===== src/inc/cimac_pkg.sv =====
// shared constants for the complex integer multiply-accumulate block
package cimac_pkg;

  // build-time option defaults
  localparam int INT_SIZE_DEF    = 16;
  localparam int OUT_WIDTH_DEF   = 32;
  localparam int PIPE_STAGES_DEF = 0;
  localparam int PIPE_STAGES_MAX = 2;
  localparam int ADDR_W          = 12;
  localparam int DATA_W          = 32;

  // operand signedness option values
  localparam bit OPT_SIGNED   = 1'b0;
  localparam bit OPT_UNSIGNED = 1'b1;

  // register byte offsets
  localparam logic [ADDR_W-1:0] CTRL_OFFSET        = 12'h000;
  localparam logic [ADDR_W-1:0] RESULT_REAL_OFFSET = 12'h004;
  localparam logic [ADDR_W-1:0] RESULT_IMAG_OFFSET = 12'h008;

  // control register layout and value after reset
  localparam int CTRL_RUN_BIT  = 0;
  localparam int CTRL_LOAD_BIT = 1;
  localparam logic [1:0] CTRL_RESET = 2'h1;

  // width of the helper counter that tracks undisturbed pipeline cycles
  localparam int QUIET_W = 3;

endpackage : cimac_pkg


===== src/verilog/cimac_mult.sv =====
// full-precision complex product of two integer operands
`timescale 1ns/1ps

module cimac_mult #(
  parameter int N         = cimac_pkg::INT_SIZE_DEF,
  parameter int OUT_W     = cimac_pkg::OUT_WIDTH_DEF,
  parameter bit A_UNS     = cimac_pkg::OPT_SIGNED,
  parameter bit B_UNS     = cimac_pkg::OPT_SIGNED,
  parameter bit CONJ      = 1'b0
) (
  input  wire logic [N-1:0]         a_re,
  input  wire logic [N-1:0]         a_im,
  input  wire logic [N-1:0]         b_re,
  input  wire logic [N-1:0]         b_im,
  output logic signed [OUT_W-1:0]   prod_re,
  output logic signed [OUT_W-1:0]   prod_im
);
  import cimac_pkg::*;

  localparam int EW = N + 1;
  localparam int PW = 2 * N + 3;

  // one extra bit lets signed and unsigned parts share one signed multiplier
  function automatic logic signed [EW-1:0] ext(input logic [N-1:0] x,
                                               input bit uns);
    ext = uns ? {1'b0, x} : {x[N-1], x};
  endfunction

  logic signed [EW-1:0]   ar, ai, br, bi;
  logic signed [2*N+1:0]  rr, ii, ri, ir;
  logic signed [PW-1:0]   re_full, im_full;

  // each part extended by its own operand's signedness
  assign ar = ext(a_re, A_UNS);
  assign ai = ext(a_im, A_UNS);
  assign br = ext(b_re, B_UNS);
  assign bi = ext(b_im, B_UNS);

  // four partial products, exact at 2n+2 bits
  assign rr = ar * br;
  assign ii = ai * bi;
  assign ri = ar * bi;
  assign ir = ai * br;

  // conjugate flips the sign of every term that carries b imaginary
  assign re_full = CONJ ? PW'(rr) + PW'(ii) : PW'(rr) - PW'(ii);
  assign im_full = CONJ ? PW'(ir) - PW'(ri) : PW'(ir) + PW'(ri);

  // narrower outputs keep the low bits, wider ones sign-extend
  assign prod_re = OUT_W'(re_full);
  assign prod_im = OUT_W'(im_full);

endmodule // cimac_mult


===== src/verilog/cimac_apb_regs.sv =====
// apb slave holding control and result readback registers
`timescale 1ns/1ps

module cimac_apb_regs #(
  parameter int OUT_W = cimac_pkg::OUT_WIDTH_DEF
) (
  input  wire logic                          pclk,
  input  wire logic                          presetn,
  input  wire logic [cimac_pkg::ADDR_W-1:0]  paddr,
  input  wire logic                          psel,
  input  wire logic                          penable,
  input  wire logic                          pwrite,
  input  wire logic [cimac_pkg::DATA_W-1:0]  pwdata,
  input  wire logic [3:0]                    pstrb,
  output logic                               pready,
  output logic [cimac_pkg::DATA_W-1:0]       prdata,
  output logic                               pslverr,
  input  wire logic [OUT_W-1:0]              res_re,
  input  wire logic [OUT_W-1:0]              res_im,
  output logic                               run,
  output logic                               load_pulse
);
  import cimac_pkg::*;

  typedef struct packed {
    logic              run;
    logic              load_pulse;
    logic              err;
    logic [DATA_W-1:0] rdata;
  } cimac_apb_st_t;

  cimac_apb_st_t s, next_s;

  logic              hit_ctrl, hit_re, hit_im, wr_acc;
  logic [DATA_W-1:0] rd_mux;

  function automatic logic [DATA_W-1:0] widen(input logic [OUT_W-1:0] v);
    widen = DATA_W'(v);
  endfunction

  // address decode; anything else answers with pslverr
  assign hit_ctrl = (paddr == CTRL_OFFSET);
  assign hit_re   = (paddr == RESULT_REAL_OFFSET);
  assign hit_im   = (paddr == RESULT_IMAG_OFFSET);
  assign wr_acc   = psel & penable & pwrite;

  always_comb begin
    rd_mux = '0;
    if (hit_ctrl) begin
      rd_mux = {30'h0, 1'b0, s.run};
    end else if (hit_re) begin
      rd_mux = widen(res_re);
    end else if (hit_im) begin
      rd_mux = widen(res_im);
    end
  end

  // read data captured in setup, so access never waits
  always_comb begin
    next_s = s;
    next_s.load_pulse = 1'b0;
    if (psel & ~penable) begin
      next_s.rdata = pwrite ? '0 : rd_mux;
      next_s.err   = ~(hit_ctrl | hit_re | hit_im) | (pwrite & ~hit_ctrl);
    end
    if (wr_acc & hit_ctrl & pstrb[0]) begin
      next_s.run        = pwdata[CTRL_RUN_BIT];
      next_s.load_pulse = pwdata[CTRL_LOAD_BIT];
    end
  end

  always_ff @(posedge pclk or negedge presetn) begin
    if (!presetn) begin
      s <= '{run: CTRL_RESET[CTRL_RUN_BIT], load_pulse: 1'b0,
             err: 1'b0, rdata: '0};
    end else begin
      s <= next_s;
    end
  end

  assign pready     = 1'b1;
  assign prdata     = s.rdata;
  assign pslverr    = psel & penable & s.err;
  assign run        = s.run;
  assign load_pulse = s.load_pulse;

endmodule // cimac_apb_regs


===== src/verilog/cimac_top.sv =====
// complex integer multiplier with optional input registers and accumulator
`timescale 1ns/1ps

module cimac_top #(
  parameter int N           = cimac_pkg::INT_SIZE_DEF,
  parameter int OUT_W       = cimac_pkg::OUT_WIDTH_DEF,
  parameter bit A_UNS       = cimac_pkg::OPT_SIGNED,
  parameter bit B_UNS       = cimac_pkg::OPT_SIGNED,
  parameter bit CONJ        = 1'b0,
  parameter bit ACC_EN      = 1'b0,
  parameter bit IN_REG      = 1'b0,
  parameter bit HIDE_IN     = 1'b0,
  parameter int PIPE_STAGES = cimac_pkg::PIPE_STAGES_DEF,
  parameter bit HIDE_PIPE   = 1'b0
) (
  input  wire logic                          pclk,
  input  wire logic                          presetn,
  input  wire logic [cimac_pkg::ADDR_W-1:0]  paddr,
  input  wire logic                          psel,
  input  wire logic                          penable,
  input  wire logic                          pwrite,
  input  wire logic [cimac_pkg::DATA_W-1:0]  pwdata,
  input  wire logic [3:0]                    pstrb,
  output logic                               pready,
  output logic [cimac_pkg::DATA_W-1:0]       prdata,
  output logic                               pslverr,
  input  wire logic [N-1:0]                  operand_a_real,
  input  wire logic [N-1:0]                  operand_a_imag,
  input  wire logic [N-1:0]                  operand_b_real,
  input  wire logic [N-1:0]                  operand_b_imag,
  input  wire logic                          load,
  input  wire logic                          in_reg_a_ce,
  input  wire logic                          in_reg_b_ce,
  input  wire logic                          in_reg_rstn,
  input  wire logic                          pipeline_ce,
  input  wire logic                          pipeline_rstn,
  output logic signed [OUT_W-1:0]            result_real,
  output logic signed [OUT_W-1:0]            result_imag
);
  import cimac_pkg::*;

  // total latency from operand pins to result pins
  localparam int LAT  = PIPE_STAGES + (IN_REG ? 1 : 0);
  // latency from operand pins to the summing point
  localparam int LATS = (IN_REG ? 1 : 0) + (PIPE_STAGES == 2 ? 1 : 0);

  typedef struct packed {
    logic [N-1:0]             a_re;
    logic [N-1:0]             a_im;
    logic [N-1:0]             b_re;
    logic [N-1:0]             b_im;
    logic                     ld_in;
    logic signed [OUT_W-1:0]  mid_re;
    logic signed [OUT_W-1:0]  mid_im;
    logic                     ld_mid;
    logic signed [OUT_W-1:0]  acc_re;
    logic signed [OUT_W-1:0]  acc_im;
    logic [QUIET_W-1:0]       quiet;
  } cimac_st_t;

  cimac_st_t s, next_s;

  logic                     a_ce, b_ce, in_rstn, pce, prstn;
  logic                     run, load_pulse, load_eff;
  logic [N-1:0]             op_a_re, op_a_im, op_b_re, op_b_im;
  logic signed [OUT_W-1:0]  prod_re, prod_im, raw_re, raw_im;
  logic signed [OUT_W-1:0]  pre_re, pre_im, sum_re, sum_im;
  logic                     ld0, ldp, undisturbed;

  // hidden controls sit at logic one inside the block
  assign a_ce    = HIDE_IN ? 1'b1 : in_reg_a_ce;
  assign b_ce    = HIDE_IN ? 1'b1 : in_reg_b_ce;
  assign in_rstn = HIDE_IN ? 1'b1 : in_reg_rstn;
  // clearing the run bit freezes the pipeline and accumulator
  assign pce     = (HIDE_PIPE ? 1'b1 : pipeline_ce) & run;
  assign prstn   = HIDE_PIPE ? 1'b1 : pipeline_rstn;
  assign load_eff = load | load_pulse;

  cimac_apb_regs #(
    .OUT_W (OUT_W)
  ) u_regs (
    .pclk       (pclk),
    .presetn    (presetn),
    .paddr      (paddr),
    .psel       (psel),
    .penable    (penable),
    .pwrite     (pwrite),
    .pwdata     (pwdata),
    .pstrb      (pstrb),
    .pready     (pready),
    .prdata     (prdata),
    .pslverr    (pslverr),
    .res_re     (result_real),
    .res_im     (result_imag),
    .run        (run),
    .load_pulse (load_pulse)
  );

  // operands come from the input registers or straight from the pins
  assign op_a_re = IN_REG ? s.a_re : operand_a_real;
  assign op_a_im = IN_REG ? s.a_im : operand_a_imag;
  assign op_b_re = IN_REG ? s.b_re : operand_b_real;
  assign op_b_im = IN_REG ? s.b_im : operand_b_imag;
  assign ld0     = IN_REG ? s.ld_in : load_eff;

  cimac_mult #(
    .N     (N),
    .OUT_W (OUT_W),
    .A_UNS (A_UNS),
    .B_UNS (B_UNS),
    .CONJ  (CONJ)
  ) u_mult (
    .a_re    (op_a_re),
    .a_im    (op_a_im),
    .b_re    (op_b_re),
    .b_im    (op_b_im),
    .prod_re (prod_re),
    .prod_im (prod_im)
  );

  // reference product of the raw pins, read only by the checks below
  cimac_mult #(
    .N     (N),
    .OUT_W (OUT_W),
    .A_UNS (A_UNS),
    .B_UNS (B_UNS),
    .CONJ  (CONJ)
  ) u_ref (
    .a_re    (operand_a_real),
    .a_im    (operand_a_imag),
    .b_re    (operand_b_real),
    .b_im    (operand_b_imag),
    .prod_re (raw_re),
    .prod_im (raw_im)
  );

  // with two stages one register sits before the summing point
  assign pre_re = (PIPE_STAGES == 2) ? s.mid_re : prod_re;
  assign pre_im = (PIPE_STAGES == 2) ? s.mid_im : prod_im;
  assign ldp    = (PIPE_STAGES == 2) ? s.ld_mid : ld0;

  // load drops the old sum so the product starts a fresh one
  always_comb begin
    if (ACC_EN && !ldp) begin
      sum_re = s.acc_re + pre_re;
      sum_im = s.acc_im + pre_im;
    end else begin
      sum_re = pre_re;
      sum_im = pre_im;
    end
  end

  // all pipeline controls calm, counted for the latency checks
  assign undisturbed = a_ce & b_ce & in_rstn & pce & prstn;

  // next state: input registers, middle stage, accumulator
  always_comb begin
    next_s = s;
    if (!in_rstn) begin
      next_s.a_re  = '0;
      next_s.a_im  = '0;
      next_s.b_re  = '0;
      next_s.b_im  = '0;
      next_s.ld_in = 1'b0;
    end else begin
      if (a_ce) begin
        next_s.a_re = operand_a_real;
        next_s.a_im = operand_a_imag;
      end
      if (b_ce) begin
        next_s.b_re = operand_b_real;
        next_s.b_im = operand_b_imag;
      end
      // the strobe rides along with whichever operand advances
      if (a_ce | b_ce) begin
        next_s.ld_in = load_eff;
      end
    end
    if (!prstn) begin
      next_s.mid_re = '0;
      next_s.mid_im = '0;
      next_s.ld_mid = 1'b0;
      next_s.acc_re = '0;
      next_s.acc_im = '0;
    end else if (pce) begin
      next_s.mid_re = prod_re;
      next_s.mid_im = prod_im;
      next_s.ld_mid = ld0;
      next_s.acc_re = sum_re;
      next_s.acc_im = sum_im;
    end
    if (!undisturbed) begin
      next_s.quiet = '0;
    end else if (s.quiet != {QUIET_W{1'b1}}) begin
      next_s.quiet = s.quiet + 1'b1;
    end
  end

  always_ff @(posedge pclk or negedge presetn) begin
    if (!presetn) begin
      s <= '0;
    end else begin
      s <= next_s;
    end
  end

  // with no pipeline stage the sum goes out unregistered
  assign result_real = (PIPE_STAGES >= 1) ? s.acc_re : sum_re;
  assign result_imag = (PIPE_STAGES >= 1) ? s.acc_im : sum_im;

  // a input register holds while its enable is low
  property p_a_hold;
    @(posedge pclk) disable iff (!presetn)
      (IN_REG && in_rstn && !a_ce) |=> $stable(s.a_re) && $stable(s.a_im);
  endproperty
  a_a_hold: assert property (p_a_hold)
    else $error("a input register moved with enable low");

  // b input register loads the pins while its enable is high
  property p_b_load;
    @(posedge pclk) disable iff (!presetn)
      (IN_REG && in_rstn && b_ce) |=> s.b_re == $past(operand_b_real);
  endproperty
  a_b_load: assert property (p_b_load)
    else $error("b input register did not load");

  // synchronous clear of both operand registers
  property p_in_clear;
    @(posedge pclk) disable iff (!presetn)
      (IN_REG && !in_rstn) |=> (s.a_re == '0) && (s.b_im == '0);
  endproperty
  a_in_clear: assert property (p_in_clear)
    else $error("input registers not cleared by input reset");

  // hidden controls keep the input registers loading every cycle
  property p_hidden;
    @(posedge pclk) disable iff (!presetn)
      (IN_REG && HIDE_IN) |=> s.a_im == $past(operand_a_imag);
  endproperty
  a_hidden: assert property (p_hidden)
    else $error("hidden input controls not tied high");

  generate
    if (LAT > 0) begin : g_lat
      // result equals the pin product exactly LAT cycles earlier
      property p_latency;
        @(posedge pclk) disable iff (!presetn)
          (!ACC_EN && s.quiet >= QUIET_W'(LAT)) |->
            (result_real == $past(raw_re, LAT)) &&
            (result_imag == $past(raw_im, LAT));
      endproperty
      a_latency: assert property (p_latency)
        else $error("result does not match product at latency");
    end
    if (LATS > 0) begin : g_lds
      // load reaches the summing point with its own product
      property p_load_delay;
        @(posedge pclk) disable iff (!presetn)
          (s.quiet >= QUIET_W'(LATS)) |-> ldp == $past(load_eff, LATS);
      endproperty
      a_load_delay: assert property (p_load_delay)
        else $error("load strobe misaligned with product");
    end
  endgenerate

  // running sum adds each product when no load is seen
  property p_accum;
    @(posedge pclk) disable iff (!presetn)
      (ACC_EN && prstn && pce && !ldp) |=>
        s.acc_re == $past(s.acc_re) + $past(pre_re);
  endproperty
  a_accum: assert property (p_accum)
    else $error("accumulator did not add the product");

  // load discards the previous sum
  property p_restart;
    @(posedge pclk) disable iff (!presetn)
      (ACC_EN && prstn && pce && ldp) |=> s.acc_im == $past(pre_im);
  endproperty
  a_restart: assert property (p_restart)
    else $error("load did not restart the accumulation");

  // without accumulation each product stands alone
  property p_no_acc;
    @(posedge pclk) disable iff (!presetn)
      (!ACC_EN && prstn && pce) |=> s.acc_re == $past(pre_re);
  endproperty
  a_no_acc: assert property (p_no_acc)
    else $error("plain product depends on an earlier result");

endmodule // cimac_top


===== config.mk =====
export PLATFORM = sky130hd
export DESIGN_NAME = cimac_top
export DESIGN_NICKNAME = d
export VERILOG_FILES = /design/src/inc/cimac_pkg.sv /design/src/verilog/cimac_mult.sv /design/src/verilog/cimac_apb_regs.sv /design/src/verilog/cimac_top.sv
export SDC_FILE = /design/constraint.sdc
export NUM_CORES = 2
export LEC_CHECK = 0
export ABC_AREA = 1
export BUFFER_PORTS_ARGS = -buffer_cell sky130_fd_sc_hd__buf_2
export CORE_UTILIZATION = 50
export DETAILED_ROUTE_END_ITERATION = 10
export PLACE_DENSITY_LB_ADDON = 0.3
export SETUP_SLACK_MARGIN = 0.5
export SLEW_MARGIN = 10
export SYNTH_ARGS = -nofsm -noshare
export SYNTH_HDL_FRONTEND = slang
export SYNTH_SLANG_ARGS = --single-unit
export TNS_END_PERCENT = 1

===== constraint.sdc =====
create_clock -name pclk -period 8.2 [get_ports pclk]
set_input_delay 0.82 -clock pclk [delete_from_list [all_inputs] [get_ports pclk]]
set_output_delay 0.82 -clock pclk [all_outputs]
set_load 0.02 [all_outputs]

* Word-level counts from Yosys, hierarchy flattened
Cells that the tools add are included.
** Word-level totals
- Register bits after elaboration :: 34
- Bits of input ports :: 123
- Word-level logic and storage cells :: 29
** Cells by class
- Add/subtract/negate cells :: 2
- $mul :: 4
- Equality and inequality tests :: 2
- Mux-type cells :: 4
- Bitwise operators :: 13
- Reduce and logical (&&, ||, !) cells :: 1
** Operator list (count)
- $mul A16 B16 Y32 :: 4
- $mux W32 :: 4
- $add A32 B32 Y32 :: 1
- $sub A32 B32 Y32 :: 1
- $eq A12 B3 Y1 const B :: 1
- $eq A12 B4 Y1 const B :: 1
- $logic_not A12 Y1 :: 1
- $and A1 B1 Y1 :: 7
- $not A1 Y1 :: 3
- $or A1 B1 Y1 :: 3

* Depth between registers and ports, before layout
- Word-level depth :: 6
- Gate-level depth with buffers :: 34

* Modules after synthesis
From an unflattened synthesis, not the netlist that was laid out.
** Unflattened totals
- Cell total of the unflattened synthesis :: 5426
- Area total of the unflattened synthesis :: 43758.2 µm²
** By module, submodules not included
- cimac_mult :: times used 1, cells each 5100, area each 41482.3 µm², seq. area each 0.0 µm²
- cimac_apb_regs :: times used 1, cells each 326, area each 2275.9 µm², seq. area each 877.1 µm²

* Worst setup path before layout
No wires, ideal clock.
- Path kind :: input port to output port
- Start point :: in operand_a_imag[15]
- End point :: out result_real[27]
- Data arrival time :: 7.219 ns
- Data required time :: 7.380 ns
- Slack :: 0.161 ns
- Stages on the path :: 26
- Path buffers :: 1
- Cell sequence :: clkbuf_1 nand2_1 inv_1 fa_1 inv_1 fa_1 fa_1 fa_1 fa_1 inv_1 fa_1 inv_1 fa_1 inv_1 fa_1 inv_1 ha_1 nand2_2 nor2_1 inv_1 nor2_2 nand3_1 nand3_2 a21oi_1 or2_1 nand2_1
** On the way
- Word-level cells in the longest chain between the ends :: 2
** Ends and longest elaborated chain
- start: declaration :: line cimac_top.sv:28 : input wire logic [N-1:0] operand_a_imag,
- $mul A16 B16 Y32
- $sub A32 B32 Y32 :: line cimac_mult.sv:46 : assign re_full = CONJ ? PW'(rr) + PW'(ii) : PW'(rr) - PW'(ii);
- end: declaration :: line cimac_top.sv:37 : output logic signed [OUT_W-1:0] result_real,
Every way passes these cells.

* Final worst setup path
- Start point :: in operand_a_real[15]
- End point :: out result_real[27]
** On the way
- Word-level cells in the longest chain between the ends :: 2
** Ends and longest elaborated chain
- start: declaration :: line cimac_top.sv:27 : input wire logic [N-1:0] operand_a_real,
- $mul A16 B16 Y32
- $sub A32 B32 Y32 :: line cimac_mult.sv:46
Every way passes these cells.

==> run_results.csv <==
group,metric,value,unit
worst_setup_path,worstPathMaxFanout,12,
worst_setup_path,cp.required,7.38,ns
finish,fin_nets,7385,
placed_design,dp_hpwl,107,mm
worst_setup_path,arrival,7.25,ns
floorplan,io-pin-count,221,
floorplan,rows,107,
drt,routed_wl,124,mm
synth,synthMuxAreaShare,0.0925,%
floorplan,die_h,296,um
worst_setup_path,crit_type,"in -> out",
global_routing,antenna_found_initial,7,
clocking,clock-sinks,34,
synth,synth_nets,6905,
floorplan,die_w,296,um
finish,area_delta_synth_final,17.9,%
global_routing,grt_max_degree,35,
floorplan,start_util,50.7,%
finish,fillers,7646,
finish,final_cells,6954,
synth,synth-seq-cells,34,
placed_design,gp_congestion,0.986,
worst_setup_path,r2r-start,"u_regs.run$_DFFE_PN1P_",
worst_setup_path,reg2reg_depth,2,
clocking,clockRootBuffer,"clkbuf_16",
synth,ys_warn_count,0,
synth,synthXorXnorAreaFrac,1.23,%
drt,dr.pass1.iters,6,
synth,yosysTopAreaCell,"fa_1",
clocking,holdBufCountCts,0,
clocking,cts_tree,"built",
synth,synth_top_family_by_area,"adder cells",
timing,maxSlewViolCount,0,
timing,max_freq,124,MHz
timing,hold_violations,0,
clocking,clock_path_buffers,2,
drt,drc,0,
floorplan,die_area,0.0878,mm^2
timing,period_needed,8.07,ns
worst_setup_path,startpoint,"operand_a_real[15]",
run_status,status,"completed",
worst_setup_path,crit_path_start_kind,"input port",
timing,fin_skew,0.00262,ns
finish,final_cell_mix,"inv_1, nand2_1, fa_1",
clocking,clkTransAtPathRegs,0.05,ns
finish,final_common_cell,"inv_1",
placed_design,portBuffers,179,
job,max-cap-violations,0,
worst_setup_path,r2r_slack,7.36,ns
timing,period_share,98.4,%
global_routing,grt_pass1_vias,36300,
clocking,cts.htree.levels,2,
hold_path,worstHoldEndpoint,"u_regs.prdata[2]$_DFFE_PN0P_",
drt,final_antenna_net_count,0,
global_routing,overflow,0,
hold_path,hold_path.class,"reg -> reg",
drt,routed_via_density,4.91,
timing,finalSetupViolCount,0,
floorplan,fp.coreArea,0.0854,mm^2
hold_path,hp-start,"u_regs.prdata[2]$_DFFE_PN0P_",
drt,first_iter_violations,2149,
synth,yosysSeqAreaShare,1.97,%
synth,synth.avg_cell_area,8.13,um^2
synth,yosys.area_share.adder,62.0,%
worst_setup_path,timing.rr.end,"u_regs.prdata[0]$_DFFE_PN0P_",
synth,synth_compound_area_share,2.46,%
clocking,clkLatencyLatePin,0.29,ns
timing,grt_setup_unrepaired,"true",
synth,yosys.area_share.simple,14.3,%
synth,synth.distinct_cells,55,
synth,yosysTopAreaCellShare,53.1,%
global_routing,grt_first_pass_wirelength,197,mm
timing,tns,0,ns
synth,synth_cells,5326,
timing,tightest_slew,1.05,ns
hold_path,min_path_cells,2,
finish,drive_above_1_share,17.7,%
worst_setup_path,end_kind,"primary output",
timing,relSlewSlack,30.1,%
drt,vias,34100,
synth,synth_area,0.0433,mm^2
placed_design,dp.cells,6902,
global_routing,grtUsageTotal,29.6,%
clocking,numCtsBuffers,5,
synth,synth_area_leaders,"fa_1, inv_1, nand2_1",
drt,avgRoutedWirePerCell,17.8,um
synth_stat cells, drive strengths merged:
master and number:
a21boi 5, a211oi 1, o311ai 1, o21ai 82
nor3 21, fa 1149, nor2 136, o2111ai 1
mux2i 4, o21bai 8, a221oi 1, buf 39
a21oi 66, o21a 1, nor4 1, dfrtp 33
nand4 14, ha 307, a32o 1, conb 1
a21o 7, o211ai 3, a31o 2, a31oi 1
nand3 82, and2 2, nand2b 1, nand2 1283
or2 18, xnor2 18, dfstp 1, inv 1794
xor2 43, nand3b 4, clkbuf 195
cell families (layout without fill, tap and decap cells):
| logic type | Yosys count | after routing |
|---|---|---|
| flops | 34 | 34 |
| fa+ha+maj | 1456 | 1456 |
| buf+inv | 2028 | 2509 |
| simple gates | 1562 | 1562 |
| compound gates | 180 | 180 |
| other cells | 1 | 4 |
| xor+xnor | 61 | 61 |
| mux | 4 | 4 |
registers in the layout, indices dropped and copies added (netlist names):
name and flops:
u_regs.prdata 32, u_regs.run 1, u_regs.s 1
cell type report:
type / instances / area, um^2 / share of cell area, %
inverter: 1794 / 6750 / 13.2
timing repair buffer: 706 / 5930 / 11.6
multi-input combinational: 3264 / 35900 / 70.4
clock buffer: 6 / 139 / 0.272
timing repair inverter: 1 / 7.51 / 0.0147
antenna: 3 / 7.51 / 0.0147
sequential: 34 / 852 / 1.67
clock inverter: 2 / 12.5 / 0.0245
tap: 1144 / 1430 / 2.80
worst max-delay path, cell delays in order:
cell	delay (ns)
buf_6	0.11
buf_12	0.14
nand2_2	0.09
inv_2	0.05
buf_4	0.13
fa_1	0.50
inv_1	0.05
fa_1	0.53
inv_1	0.05
fa_1	0.46
fa_1	0.55
inv_1	0.05
fa_1	0.51
fa_1	0.43
inv_1	0.08
fa_1	0.45
fa_1	0.52
ha_2	0.44
nand2_1	0.15
nor2_1	0.14
inv_1	0.08
nor2_4	0.12
nand3_2	0.10
nand3_2	0.14
a21oi_2	0.07
or2_1	0.26
nand2_2	0.10
buf_6	0.12
layer usage:
metal / GRT usage (%) / vias up / part of all wire [%]
li1: - / 15600 / -
met1: 39.0 / 17100 / 39
met2: 48.1 / 1193 / 46
met3: 4.98 / 226 / 8.8
met4: 13.2 / 10 / 5.8
met5: 0 / - / 0.054
stage by stage:
stage               setup WS, ns  hold WS, ns  cell area [um^2]  utilization, %
CTS                        0.147        0.481             50100            58.7
finish                     0.127        0.480             51100            59.8
global route             -0.0979        0.505             51100            59.8
global placement          -0.182        0.458             48900            57.2
floorplan                  0.406        0.450             43400               -
detailed placement        -0.268        0.468             48900            57.2
how the worst max path moves through the flow:
| stage | endpoint | cells after the start |
|---|---|---|
| 6_report | result_real[27] | 28 |
| 3_5_place_dp | result_imag[31] | 27 |
| 2_1_floorplan | result_real[26] | 22 |
| 3_3_place_gp | result_imag[31] | 28 |
| 5_1_grt | result_real[27] | 28 |
| 4_1_cts | result_real[28] | 29 |
what timing repair did:
item,CTS,global route
resized for setup,232,224
setup buffers,16,21
pin swaps,65,138
gates cloned,2,2
endpoints found under the setup margin,45,56
Power is left out: the tool's default activity adds up to more than one toggle a clock period on the data nets, which glitch-free logic cannot reach.
